### config.mk
export PLATFORM = sky130hd
export DESIGN_NAME = rgbp_seq
export DESIGN_NICKNAME = d
export VERILOG_FILES = /design/src/shared/rgbp_pkg.sv /design/src/shared/rgbp_ramp_if.sv /design/src/core/rgbp_seq.sv /design/src/core/rgbp_ramp.sv
export SDC_FILE = /design/constraint.sdc
export NUM_CORES = 1
export LEC_CHECK = 0
export ABC_AREA = 1
export BUFFER_PORTS_ARGS = -buffer_cell sky130_fd_sc_hd__buf_4
export CORE_ASPECT_RATIO = 1.5
export CORE_UTILIZATION = 25
export CTS_CLUSTER_DIAMETER = 150
export DETAILED_ROUTE_END_ITERATION = 10
export HOLD_SLACK_MARGIN = 0.12
export PLACE_DENSITY_LB_ADDON = 0.15
export SLEW_MARGIN = 10
export SYNTH_ARGS = -nofsm -noshare
export SYNTH_HDL_FRONTEND = slang
export SYNTH_SLANG_ARGS = --single-unit
### constraint.sdc
create_clock -name mclk -period 5.8 [get_ports mclk]
set_input_delay 1.16 -clock mclk [delete_from_list [all_inputs] [get_ports mclk]]
set_output_delay 1.16 -clock mclk [all_outputs]
set_load 0.02 [all_outputs]
### src/shared/rgbp_pkg.sv
package rgbp_pkg;
	localparam int CLK_MHZ = 250;
	localparam int CYC_PER_MS = CLK_MHZ * 1000;
	localparam logic [7:0] ADDR_PGEN = 8'h11;
	localparam logic [7:0] ADDR_STAT = 8'h14;
	localparam logic [7:0] ADDR_AUD2 = 8'h2b;
	localparam logic [7:0] ADDR_CMD_BASE = 8'h50;
	localparam logic [7:0] ADDR_CMD_LAST = 8'h5f;
	localparam int CODE_W = 3;
	localparam int RED_LSB = 5;
	localparam int GREEN_LSB = 2;
	localparam int HOLD_HI_LSB = 0;
	localparam int HOLD_LO_LSB = 6;
	localparam int BLUE_LSB = 3;
	localparam int RAMP_LSB = 0;
	localparam int PGEN_START_BIT = 2;
	localparam int PGEN_LOOP_BIT = 1;
	localparam int PGEN_CURVE_BIT = 0;
	localparam logic [7:0] PGEN_MASK = 8'h07;
	localparam int AUD_AVG_BIT = 4;
	localparam int AUD_MODE_LSB = 2;
	localparam int AUD_SPEED_LSB = 0;
	localparam logic [7:0] AUD2_MASK = 8'h1f;
	localparam logic [7:0] PGEN_RST = 8'h00;
	localparam logic [7:0] AUD2_RST = 8'h00;
	localparam logic [7:0] CMD_RST = 8'h00;
	localparam logic [6:0] PWM_LAST = 7'h63;
	typedef logic [6:0] rgbp_pct_t;
	typedef logic [11:0] rgbp_ms_t;
	typedef enum {ST_IDLE, ST_RUN, ST_DONE} rgbp_state_t;
	localparam rgbp_pct_t LIN_PCT [8] = '{7'h00, 7'h07, 7'h0e, 7'h15, 7'h20, 7'h2e, 7'h47, 7'h64};
	localparam rgbp_pct_t LOG_PCT [8] = '{7'h00, 7'h01, 7'h02, 7'h04, 7'h0a, 7'h15, 7'h2e, 7'h64};
	localparam rgbp_ms_t HOLD_MS [16] = '{12'h0c5, 12'h189, 12'h24e, 12'h312, 12'h3d7, 12'h49c,
		12'h560, 12'h625, 12'h6e9, 12'h7ae, 12'h873, 12'h937, 12'h9fc, 12'hac1, 12'hb85, 12'hc4a};
	localparam rgbp_ms_t RAMP_MS [8] = '{12'h000, 12'h037, 12'h06e, 12'h0dd, 12'h1ba, 12'h375,
		12'h6ea, 12'hdd3};
endpackage

### src/shared/rgbp_ramp_if.sv
`timescale 1ns/100ps
interface rgbp_ramp_if;
	logic load;
	logic [6:0] target;
	logic [31:0] span;
	logic [6:0] level;
	modport ctl (output load, output target, output span, input level);
	modport rmp (input load, input target, input span, output level);
endinterface

### src/core/rgbp_seq.sv
`timescale 1ns/100ps
// Summary of operation
// Eight slots; first byte holds red in 7-5, green in 4-2, upper hold bits in 1-0.
// Second byte holds lower hold bits in 7-6, blue in 5-3, ramp code in 2-0.
// Colour codes map to 0,7,14,21,32,46,71,100 percent, or 0,1,2,4,10,21,46,100 with curve set.
// The 4-bit hold code decodes to 197 ms up to 3146 ms in steps near 196.6 ms.
// Ramp codes give 0,55,110,221,442,885,1770,3539 ms; code 0 changes at once.
// Audio speed field in bits 1-0 picks fastest, fast, medium, slow; fastest after reset.
// Audio averaging is applied only while bit 4 is set, otherwise bypassed.
// Bits 3-2 of the audio register hold the filtering mode.
// Setting start runs the pattern from slot 1; clearing it disables the generator.
// With loop set the pattern repeats until stopped, else it runs once.
// Each command ramps the colours to new levels, then advances after its hold time.
// Host fills the slots before start and leaves the active slot alone while running.
module rgbp_seq #(
	parameter int CYC_MS = rgbp_pkg::CYC_PER_MS
) (
	// Clock, reset, enable
	input wire logic mclk,
	input wire logic nrst,
	input wire logic ce,
	// Register port
	input wire logic reg_we,
	input wire logic [7:0] reg_addr,
	input wire logic [7:0] reg_wdata,
	output logic [7:0] reg_rdata,
	// Audio path
	input wire logic aud_valid,
	input wire logic [7:0] aud_sample,
	output logic [7:0] aud_out,
	output logic aud_avg_en,
	output logic [1:0] aud_filter_mode,
	output logic [1:0] aud_speed,
	// LED drive
	output logic [6:0] red_level,
	output logic [6:0] green_level,
	output logic [6:0] blue_level,
	output logic [2:0] pwm_out,
	output logic seq_busy
);
	logic [7:0] cmd_a_r [8];
	logic [7:0] cmd_b_r [8];
	logic [7:0] pgen_r;
	logic [7:0] aud2_r;
	logic [7:0] rdata_r;
	logic [7:0] avg_r;
	logic [7:0] aud_out_r;
	rgbp_pkg::rgbp_state_t st_r;
	logic [2:0] slot_r;
	logic start_prev_r;
	logic load_r;
	logic [31:0] div_r;
	rgbp_pkg::rgbp_ms_t ms_r;
	logic [6:0] pwm_cnt_r;
	logic [2:0] pwm_r;
	logic [7:0] cur_a;
	logic [7:0] cur_b;
	logic [3:0] hold_code;
	logic [2:0] code [3];
	logic ms_tick;
	logic adv;
	logic start;
	logic loop_en;
	logic curve;
	logic [8:0] avg_sum;
	logic [6:0] lvl [3];
	rgbp_pkg::rgbp_ms_t ramp_ms;

	assign start = pgen_r[rgbp_pkg::PGEN_START_BIT];
	assign loop_en = pgen_r[rgbp_pkg::PGEN_LOOP_BIT];
	assign curve = pgen_r[rgbp_pkg::PGEN_CURVE_BIT];

	// Slot contents are read live; the host keeps the active slot stable
	assign cur_a = cmd_a_r[slot_r];
	assign cur_b = cmd_b_r[slot_r];
	assign code[0] = cur_a[rgbp_pkg::RED_LSB +: rgbp_pkg::CODE_W];
	assign code[1] = cur_a[rgbp_pkg::GREEN_LSB +: rgbp_pkg::CODE_W];
	assign code[2] = cur_b[rgbp_pkg::BLUE_LSB +: rgbp_pkg::CODE_W];
	assign hold_code = {cur_a[rgbp_pkg::HOLD_HI_LSB +: 2], cur_b[rgbp_pkg::HOLD_LO_LSB +: 2]};
	assign ramp_ms = rgbp_pkg::RAMP_MS[cur_b[rgbp_pkg::RAMP_LSB +: rgbp_pkg::CODE_W]];
	assign ms_tick = (div_r == 32'(CYC_MS - 1));
	assign adv = ms_tick && (ms_r == rgbp_pkg::HOLD_MS[hold_code] - 12'h001);

	// Register writes
	always_ff @(posedge mclk) begin
		if (!nrst) begin
			pgen_r <= rgbp_pkg::PGEN_RST;
			aud2_r <= rgbp_pkg::AUD2_RST;
			for (int i = 0; i < 8; i++) begin
				cmd_a_r[i] <= rgbp_pkg::CMD_RST;
				cmd_b_r[i] <= rgbp_pkg::CMD_RST;
			end
		end else if (ce && reg_we) begin
			if (reg_addr == rgbp_pkg::ADDR_PGEN) begin
				pgen_r <= reg_wdata & rgbp_pkg::PGEN_MASK;
			end else if (reg_addr == rgbp_pkg::ADDR_AUD2) begin
				aud2_r <= reg_wdata & rgbp_pkg::AUD2_MASK;
			end else if (reg_addr >= rgbp_pkg::ADDR_CMD_BASE && reg_addr <= rgbp_pkg::ADDR_CMD_LAST) begin
				if (reg_addr[0]) begin
					cmd_b_r[reg_addr[3:1]] <= reg_wdata;
				end else begin
					cmd_a_r[reg_addr[3:1]] <= reg_wdata;
				end
			end
		end
	end

	// Register reads, one cycle behind the address
	always_ff @(posedge mclk) begin
		if (!nrst) begin
			rdata_r <= 8'h00;
		end else if (ce) begin
			if (reg_addr == rgbp_pkg::ADDR_PGEN) begin
				rdata_r <= pgen_r;
			end else if (reg_addr == rgbp_pkg::ADDR_AUD2) begin
				rdata_r <= aud2_r;
			end else if (reg_addr == rgbp_pkg::ADDR_STAT) begin
				rdata_r <= {st_r == rgbp_pkg::ST_RUN, st_r == rgbp_pkg::ST_DONE, 3'h0, slot_r};
			end else if (reg_addr >= rgbp_pkg::ADDR_CMD_BASE && reg_addr <= rgbp_pkg::ADDR_CMD_LAST) begin
				rdata_r <= reg_addr[0] ? cmd_b_r[reg_addr[3:1]] : cmd_a_r[reg_addr[3:1]];
			end else begin
				rdata_r <= 8'h00;
			end
		end
	end

	// Sequencer
	always_ff @(posedge mclk) begin
		if (!nrst) begin
			st_r <= rgbp_pkg::ST_IDLE;
			slot_r <= 3'h0;
			start_prev_r <= 1'b0;
			load_r <= 1'b0;
		end else if (ce) begin
			start_prev_r <= start;
			load_r <= 1'b0;
			case (st_r)
				rgbp_pkg::ST_IDLE: begin
					if (start && !start_prev_r) begin
						st_r <= rgbp_pkg::ST_RUN;
						slot_r <= 3'h0;
						load_r <= 1'b1;
					end
				end
				rgbp_pkg::ST_RUN: begin
					if (!start) begin
						st_r <= rgbp_pkg::ST_IDLE;
						load_r <= 1'b1;
					end else if (adv) begin
						load_r <= 1'b1;
						if (slot_r != 3'h7) begin
							slot_r <= slot_r + 3'h1;
						end else if (loop_en) begin
							slot_r <= 3'h0;
						end else begin
							st_r <= rgbp_pkg::ST_DONE;
							load_r <= 1'b0;
						end
					end
				end
				rgbp_pkg::ST_DONE: begin
					// Last colour stays lit until start is cleared
					if (!start) begin
						st_r <= rgbp_pkg::ST_IDLE;
						load_r <= 1'b1;
					end
				end
				default: begin
					st_r <= rgbp_pkg::ST_IDLE;
				end
			endcase
		end
	end

	// Hold timer: millisecond prescaler, restarted with each command
	always_ff @(posedge mclk) begin
		if (!nrst) begin
			div_r <= 32'h00000000;
			ms_r <= 12'h000;
		end else if (ce) begin
			if (st_r != rgbp_pkg::ST_RUN || load_r || adv) begin
				div_r <= 32'h00000000;
				ms_r <= 12'h000;
			end else if (ms_tick) begin
				div_r <= 32'h00000000;
				ms_r <= ms_r + 12'h001;
			end else begin
				div_r <= div_r + 32'h00000001;
			end
		end
	end

	// Audio averaging
	assign avg_sum = {1'b0, avg_r} + {1'b0, aud_sample};
	always_ff @(posedge mclk) begin
		if (!nrst) begin
			avg_r <= 8'h00;
			aud_out_r <= 8'h00;
		end else if (ce && aud_valid) begin
			if (aud2_r[rgbp_pkg::AUD_AVG_BIT]) begin
				avg_r <= avg_sum[8:1];
				aud_out_r <= avg_sum[8:1];
			end else begin
				avg_r <= aud_sample;
				aud_out_r <= aud_sample;
			end
		end
	end
	assign aud_out = aud_out_r;
	assign aud_avg_en = aud2_r[rgbp_pkg::AUD_AVG_BIT];
	assign aud_filter_mode = aud2_r[rgbp_pkg::AUD_MODE_LSB +: 2];
	assign aud_speed = aud2_r[rgbp_pkg::AUD_SPEED_LSB +: 2];

	// Shared PWM period counter, 100 steps
	always_ff @(posedge mclk) begin
		if (!nrst) begin
			pwm_cnt_r <= 7'h00;
		end else if (ce) begin
			pwm_cnt_r <= (pwm_cnt_r == rgbp_pkg::PWM_LAST) ? 7'h00 : pwm_cnt_r + 7'h01;
		end
	end

	rgbp_ramp_if rif[3] ();
	for (genvar gi = 0; gi < 3; gi++) begin : g_col
		// Stopping ramps to dark at once
		assign rif[gi].load = load_r;
		assign rif[gi].target = (st_r == rgbp_pkg::ST_RUN) ?
			(curve ? rgbp_pkg::LOG_PCT[code[gi]] : rgbp_pkg::LIN_PCT[code[gi]]) : 7'h00;
		assign rif[gi].span = (st_r == rgbp_pkg::ST_RUN) ? 32'(ramp_ms) * 32'(CYC_MS) : 32'h00000000;
		assign lvl[gi] = rif[gi].level;
		rgbp_ramp u_ramp (
			.mclk(mclk),
			.nrst(nrst),
			.ce(ce),
			.rp(rif[gi].rmp)
		);
		always_ff @(posedge mclk) begin
			if (!nrst) begin
				pwm_r[gi] <= 1'b0;
			end else if (ce) begin
				pwm_r[gi] <= (lvl[gi] > pwm_cnt_r);
			end
		end
	end

	assign red_level = lvl[0];
	assign green_level = lvl[1];
	assign blue_level = lvl[2];
	assign pwm_out = pwm_r;
	assign seq_busy = (st_r == rgbp_pkg::ST_RUN);
	assign reg_rdata = rdata_r;
endmodule

### src/core/rgbp_ramp.sv
`timescale 1ns/100ps
module rgbp_ramp (
	// Clock, reset, enable
	input wire logic mclk,
	input wire logic nrst,
	input wire logic ce,
	// Control side
	rgbp_ramp_if.rmp rp
);
	logic [6:0] level_r;
	logic [6:0] tgt_r;
	logic [6:0] diff_r;
	logic [31:0] span_r;
	logic [31:0] acc_r;
	logic [31:0] acc_sum;

	// Spreads diff steps evenly over span cycles; at most one step a cycle
	assign acc_sum = acc_r + {25'h0000000, diff_r};
	assign rp.level = level_r;

	always_ff @(posedge mclk) begin
		if (!nrst) begin
			level_r <= 7'h00;
			tgt_r <= 7'h00;
			diff_r <= 7'h00;
			span_r <= 32'h00000000;
			acc_r <= 32'h00000000;
		end else if (ce) begin
			if (rp.load) begin
				tgt_r <= rp.target;
				span_r <= rp.span;
				acc_r <= 32'h00000000;
				diff_r <= (rp.target > level_r) ? rp.target - level_r : level_r - rp.target;
				if (rp.span == 32'h00000000) begin
					level_r <= rp.target;
				end
			end else if (level_r != tgt_r) begin
				if (acc_sum >= span_r) begin
					level_r <= (tgt_r > level_r) ? level_r + 7'h01 : level_r - 7'h01;
					acc_r <= acc_sum - span_r;
				end else begin
					acc_r <= acc_sum;
				end
			end
		end
	end
endmodule

* Word-level counts from Yosys, hierarchy flattened
Memories as Yosys holds them, arrays and structs flattened. A register that Yosys moved wholly into a read port is not among the register bits. Index checks and enable logic that the tools add are counted.
Storage, ports and cells: register bits 306, RAM bits 128, bits in read-only memories 624, output and inout bits 46, memories 10
Memories:
- (name not given) | words 16, width 12, rd ports 1, clocked after Yosys merged registers in 0, write ports 0, RTL line rgbp_seq.sv:82 | assign adv = ms_tick && (ms_r == rgbp_pkg::HOLD_MS[hold_code] - 12'h001);
- (name not given) | words 8, width 12, rd ports 1, clocked after Yosys merged registers in 0, write ports 0, RTL line rgbp_seq.sv:80 | assign ramp_ms = rgbp_pkg::RAMP_MS[cur_b[rgbp_pkg::RAMP_LSB +: rgbp_pkg::CODE_W]];
- cmd_a_r | words 8, width 8, rd ports 2, clocked after Yosys merged registers in 1, write ports 8, RTL line rgbp_seq.sv:41 | logic [7:0] cmd_a_r [8];
- cmd_b_r | words 8, width 8, rd ports 2, clocked after Yosys merged registers in 1, write ports 8, RTL line rgbp_seq.sv:42 | logic [7:0] cmd_b_r [8];
- (name not given) | words 8, width 7, rd ports 1, clocked after Yosys merged registers in 0, write ports 0, RTL line rgbp_seq.sv:228 | (curve ? rgbp_pkg::LOG_PCT[code[gi]] : rgbp_pkg::LIN_PCT[code[gi]]) : 7'h00;
- (name not given) | words 8, width 7, rd ports 1, clocked after Yosys merged registers in 0, write ports 0, RTL line rgbp_seq.sv:228
- 4 more memories
Cells by class: add/subtract/negate cells 24, multiply operators 1, $lt $le $gt $ge 19, eq/ne operators 24, muxes and demuxes 106, bitwise operators 6, reduce and logical (&&, ||, !) cells 32
Operators by type and width (count):
- 32-bit two-way mux | 17
- 7-bit two-way mux | 37
- 32-bit by 7-bit adder with 32-bit output | 3
- 32-bit >= comparator | 3
- 32-bit one-hot mux with 3 select lines | 1
- 32-bit subtractor | 3
- 12-bit two-way mux | 6
- 32-bit by 2-bit equality test with 1-bit output, second input constant | 2
- 32-bit zero test | 2
- 8-bit two-way mux | 8
- 7-bit greater-than comparator | 9
- 7-bit subtractor | 6
- 3-bit two-way mux | 11
- 32-bit by 1-bit adder with 32-bit output, second input constant | 1
- 32-bit by 1-bit equality test with 1-bit output, second input constant | 1
- 32-bit by 18-bit equality test with 1-bit output, second input constant | 1
- 32-bit by 3-bit equality test with 1-bit output, second input constant | 1
- 32-bit by 2-bit != test with 1-bit output, second input constant | 1
- 30-bit two-way mux | 1
- 7-bit by 1-bit adder with 7-bit output, second input constant | 4
- 12-bit by 14-bit multiplier with 26-bit output, second input constant | 1
- 1-bit two-way mux | 23
- 7-bit != test | 3
- 7-bit by 1-bit subtractor with 7-bit output, second input constant | 3
- other kinds (29) | 64

* Longest topological paths before layout
depth in word-level cells 12, depth in mapped cells 43, gate-level depth less buffers 40

* Cells and area by module
Synthesis repeated with hierarchy kept, for this count alone.
Second synthesis, totals: cells, all modules 6251, area total of the unflattened synthesis 40477.6 µm²
Modules (own cells, without submodules):
- rgbp_ramp at g_col[1].u_ramp ... | times used 2, cells each 1399, area an instance 8246.7 µm²
- rgbp_seq | times used 1, cells each 2050, area an instance 15678.8 µm²
- rgbp_ramp at g_col[0].u_ramp | times used 1, cells each 1403, area an instance 8305.5 µm²

* Least setup slack after synthesis
No wires, ideal clock.
path type reg-to-reg, from register with a tool-made name, to register g_col[1].u_ramp.level_r[5], data arrival time 5.926 ns, setup slack -0.239 ns, cell stages (with the launch flop) 35, clock period less this slack 6.039 ns, path through dfxtp_1 buf_6 inv_4 buf_6 nand2_1 nand2_1 nand2_1 nand3_1 nand2_2 inv_1 ha_1 inv_1 nor2_1 inv_1 fa_1 inv_1 fa_1 fa_1 ha_1 ha_1 ha_1 nand2_1 nor4_1 o21ai_0 nand3_1 a21oi_1 o21ai_0 nand4_1 nor2_1 nand3_1 nand2_2 nand3_2 buf_6 nor2_1 nor2_1
RTL lines:
- to (signal assigned) | RTL line rgbp_ramp.sv:35 | level_r <= rp.target;
- to (signal assigned) | RTL line rgbp_ramp.sv:39 | level_r <= (tgt_r > level_r) ? level_r + 7'h01 : level_r - 7'h01;
- to (decl) | RTL line rgbp_ramp.sv:10 | logic [6:0] level_r;

==> flow_summary.json <==
{
  "crit_path_end_kind": "flop",
  "clock_insertion_delay_worst_skew_ns": 0.65,
  "place_congestion": 0.886,
  "number_of_antenna_violations_at_the_first_check_in_global_routing": 0,
  "cts_max_path_buffers": 3,
  "grt_pass1_wl_microns": 184000,
  "synth.avg_cell_area_sq_um": 7.11,
  "most_numerous_cell_types_in_the_synthesized_netlist": "nand2_1, inv_1, nor2_1",
  "io_buffer_count": 74,
  "powerDensity_mw_per_mm2": 502,
  "wl_per_cell_microns": 18.7,
  "floorplan.rows": 160,
  "die_x_microns": 295,
  "number_of_nets_at_the_end_of_the_flow": 5101,
  "synth-adder-area-share": 0.149,
  "die_y_extent_microns": 442,
  "synth.top_cells.by_area": "dfxtp_1, ha_1, edfxtp_1",
  "arrival_ns": 6.25,
  "syn_area_sq_mm": 0.0322,
  "finalSetupViolations": 0,
  "yosys.area.top_type_share": 0.170,
  "overflow": 0,
  "synth_compound_area_frac": 0.174,
  "critical-path-max-stage-delay_ns": 0.58,
  "report.final.hold_viol_count": 0,
  "vdd_ir_drop_max_mv": 0.434,
  "synth_top_family_by_area": "simple AND/OR/NAND/NOR gates",
  "timing_worst_slew_pin_value_ns": 1.10,
  "fin_worst_hold_slack_ns": 0.459,
  "final_min_period_over_clock_period": 0.998,
  "hold_path.class": "flop to flop",
  "die_area_sq_mm": 0.130,
  "grt_pass1_vias": 30906,
  "grt_start_max_net_pins": 81,
  "timing.critical_path.from_type": "flop",
  "worst_path_class_setup": "flop to flop",
  "yosysWarningCount": 0,
  "via_per_inst": 4.73,
  "cts.hold.buffers_added": 0,
  "syn-num-nets": 4918,
  "yosys.cell_count.top_type": "nand2_1",
  "areaGrowthSynthToFinish_pct": 17.8,
  "design.portCount": 75,
  "post-route-util": 0.298,
  "finalMaxSlewViolations": 0,
  "dr_total_vias": 30519,
  "clkSlewWorstSetupHoldPaths_ns": 0.06,
  "leakagePower_uw": 0.0168,
  "synth_ff_type": "dfxtp_1",
  "floorplan.initialDensity": 0.253,
  "tns_ns": 0,
  "fin_crit_period_ns": 5.79,
  "drt_pre_antenna_iters": 7,
  "crit_slowest_cell": "fa_1",
  "grt_use_total": 0.184,
  "drive_above_1_share": 0.108,
  "tritoncts_num_sinks": 401,
  "postSynth.asyncResetShare": 0,
  "max_cap_check_violation_count": 0,
  "synthCells": 4530,
  "status": "complete, no violations",
  "netlist-cell-type-count": 65,
  "wl_microns": 120000,
  "required_ns": 6.27,
  "synth_edf_count": 128,
  "synth_simple_gate_area_frac": 0.240,
  "core_sq_mm": 0.127,
  "worst_clock_skew_ns": 0.0422,
  "cts_buffers": 47,
  "yosys-mux-area-fraction": 0.000932,
  "cts_tree": "done",
  "rsz0062_at_grt": "true",
  "synth.ff_latch_count": 401,
  "dr.first_iter.drc_count": 1479,
  "highest_attainable_clock_frequency_mhz": 173,
  "synth_xor_area_frac": 0.0617,
  "design_power_uw": 19100,
  "hpwl_microns": 92900,
  "critical_path.most_common_cell": "ha_4",
  "yosysTopAreaCell": "dfxtp_1",
  "final_antenna_net_count": 0,
  "worstPathMaxFanout": 8,
  "clockRootBuffer": "clkbuf_16",
  "yosysSeqAreaShare": 0.289,
  "cts.htree.levels": 2,
  "drc": 0,
  "timing.slew.headroom": 0.263
}
worst max-delay path, delay by kind of cell, from the launching register on:
kind / cells / cell delay (ns)
XOR/XNOR: 2 / 0.29
buffers and inverters: 10 / 1.08
adder cells (fa/ha/maj): 6 / 1.87
AO/OA/AOI/OAI: 5 / 0.59
flip-flops: 1 / 0.37
AND/OR/NAND/NOR: 13 / 1.41
layout make-up:
class	count	area, sq um
Fill cell	14171	89400
Multi-Input combinational cell	3431	20700
Sequential cell	401	9310
Timing Repair Buffer	278	2210
Tap cell	1701	2130
Inverter	554	2090
Clock buffer	61	1310
Clock inverter	25	214
Antenna cell	1	2.50
where the power goes:
part | internal [uW] | total (uW) | switching, uW
clock | 1730 | 3130 | 1400
combinational | 4990 | 12400 | 7370
sequential | 3200 | 3570 | 370
placed cells by master (no fill, tap or decap), types with 14 or more instances in the layout:
cell type	count
nand3_2	17
buf_4	264
nor2_1	497
ha_4	17
a21o_1	21
inv_1	527
nand2_1	871
fa_1	38
inv_2	20
o21bai_1	20
xnor2_1	89
o211ai_1	40
xor2_1	135
ha_1	301
o21ai_0	262
nand4_1	58
o21ai_1	47
clkbuf_16	48
a21oi_1	470
nor2_2	17
nand3_1	206
edfxtp_1	128
nand2_2	29
dfxtp_1	272
o22ai_1	46
a31oi_1	14
nor3_1	63
nor4_1	27
worst paths after layout:
check	from	endpoint	slack, ns	cells past startpoint
setup / recovery	flop	g_col[0].u_ramp.rp.level[2]$_SDFFE_PN0P_	0.01	36
hold / removal	start_prev_r$_SDFFE_PN0P_	start_prev_r$_SDFFE_PN0P_	0.46	2
setup reg to reg	flop	g_col[0].u_ramp.rp.level[2]$_SDFFE_PN0P_	0.01	36
hold reg to reg	start_prev_r$_SDFFE_PN0P_	start_prev_r$_SDFFE_PN0P_	0.46	2
metal layers:
| layer | share of wire | global-route usage | vias to the layer above |
|---|---|---|---|
| li1 | - | - | 15521 |
| met1 | 0.40 | 0.205 | 14302 |
| met2 | 0.52 | 0.350 | 496 |
| met3 | 0.026 | 0.0158 | 200 |
| met4 | 0.048 | 0.0846 | 0 |
| met5 | 0 | 0 | - |
state kept, by name, indices dropped and copies added (netlist names), 5 cells and up, named ones only:
signal and count:
cmd_a_r 64, ms_r 12, div_r 32, aud2_r 5, g_col.u_ramp.diff_r 21, g_col.u_ramp.span_r 26, cmd_b_r 64, g_col.u_ramp.rp.level 21
pwm_cnt_r 7, aud_out 8, reg_rdata 8, g_col.u_ramp.tgt_r 21, g_col.u_ramp.acc_r 96
timing repair:
item | 4_1_cts | 5_1_grt
setup buffers | 1 | 14
resized for setup | 56 | 58
endpoints found under the setup margin | 21 | 49
gates cloned | 3 | 0
pin swaps | 23 | 25
cells by family after synthesis:
family | Yosys count
AO/OA/AOI/OAI | 1007
flip-flops | 401
multiplexers | 3
XOR/XNOR | 227
AND/OR/NAND/NOR | 1833
adder cells (fa/ha/maj) | 359
buffers and inverters | 700
metrics by stage:
| step | std cells | cell area, sq um | setup slack, ns |
|---|---|---|---|
| after floorplan | 4530 | 32200 | 0.0305 |
| after global placement | 6347 | 35700 | -0.400 |
| after detailed placement | 6347 | 35700 | -0.450 |
| after CTS | 6437 | 37600 | 0.00112 |
| after global routing | 6451 | 37900 | -0.313 |
| final | 6452 | 37900 | 0.0132 |
(Power assumes the default switching activity.)
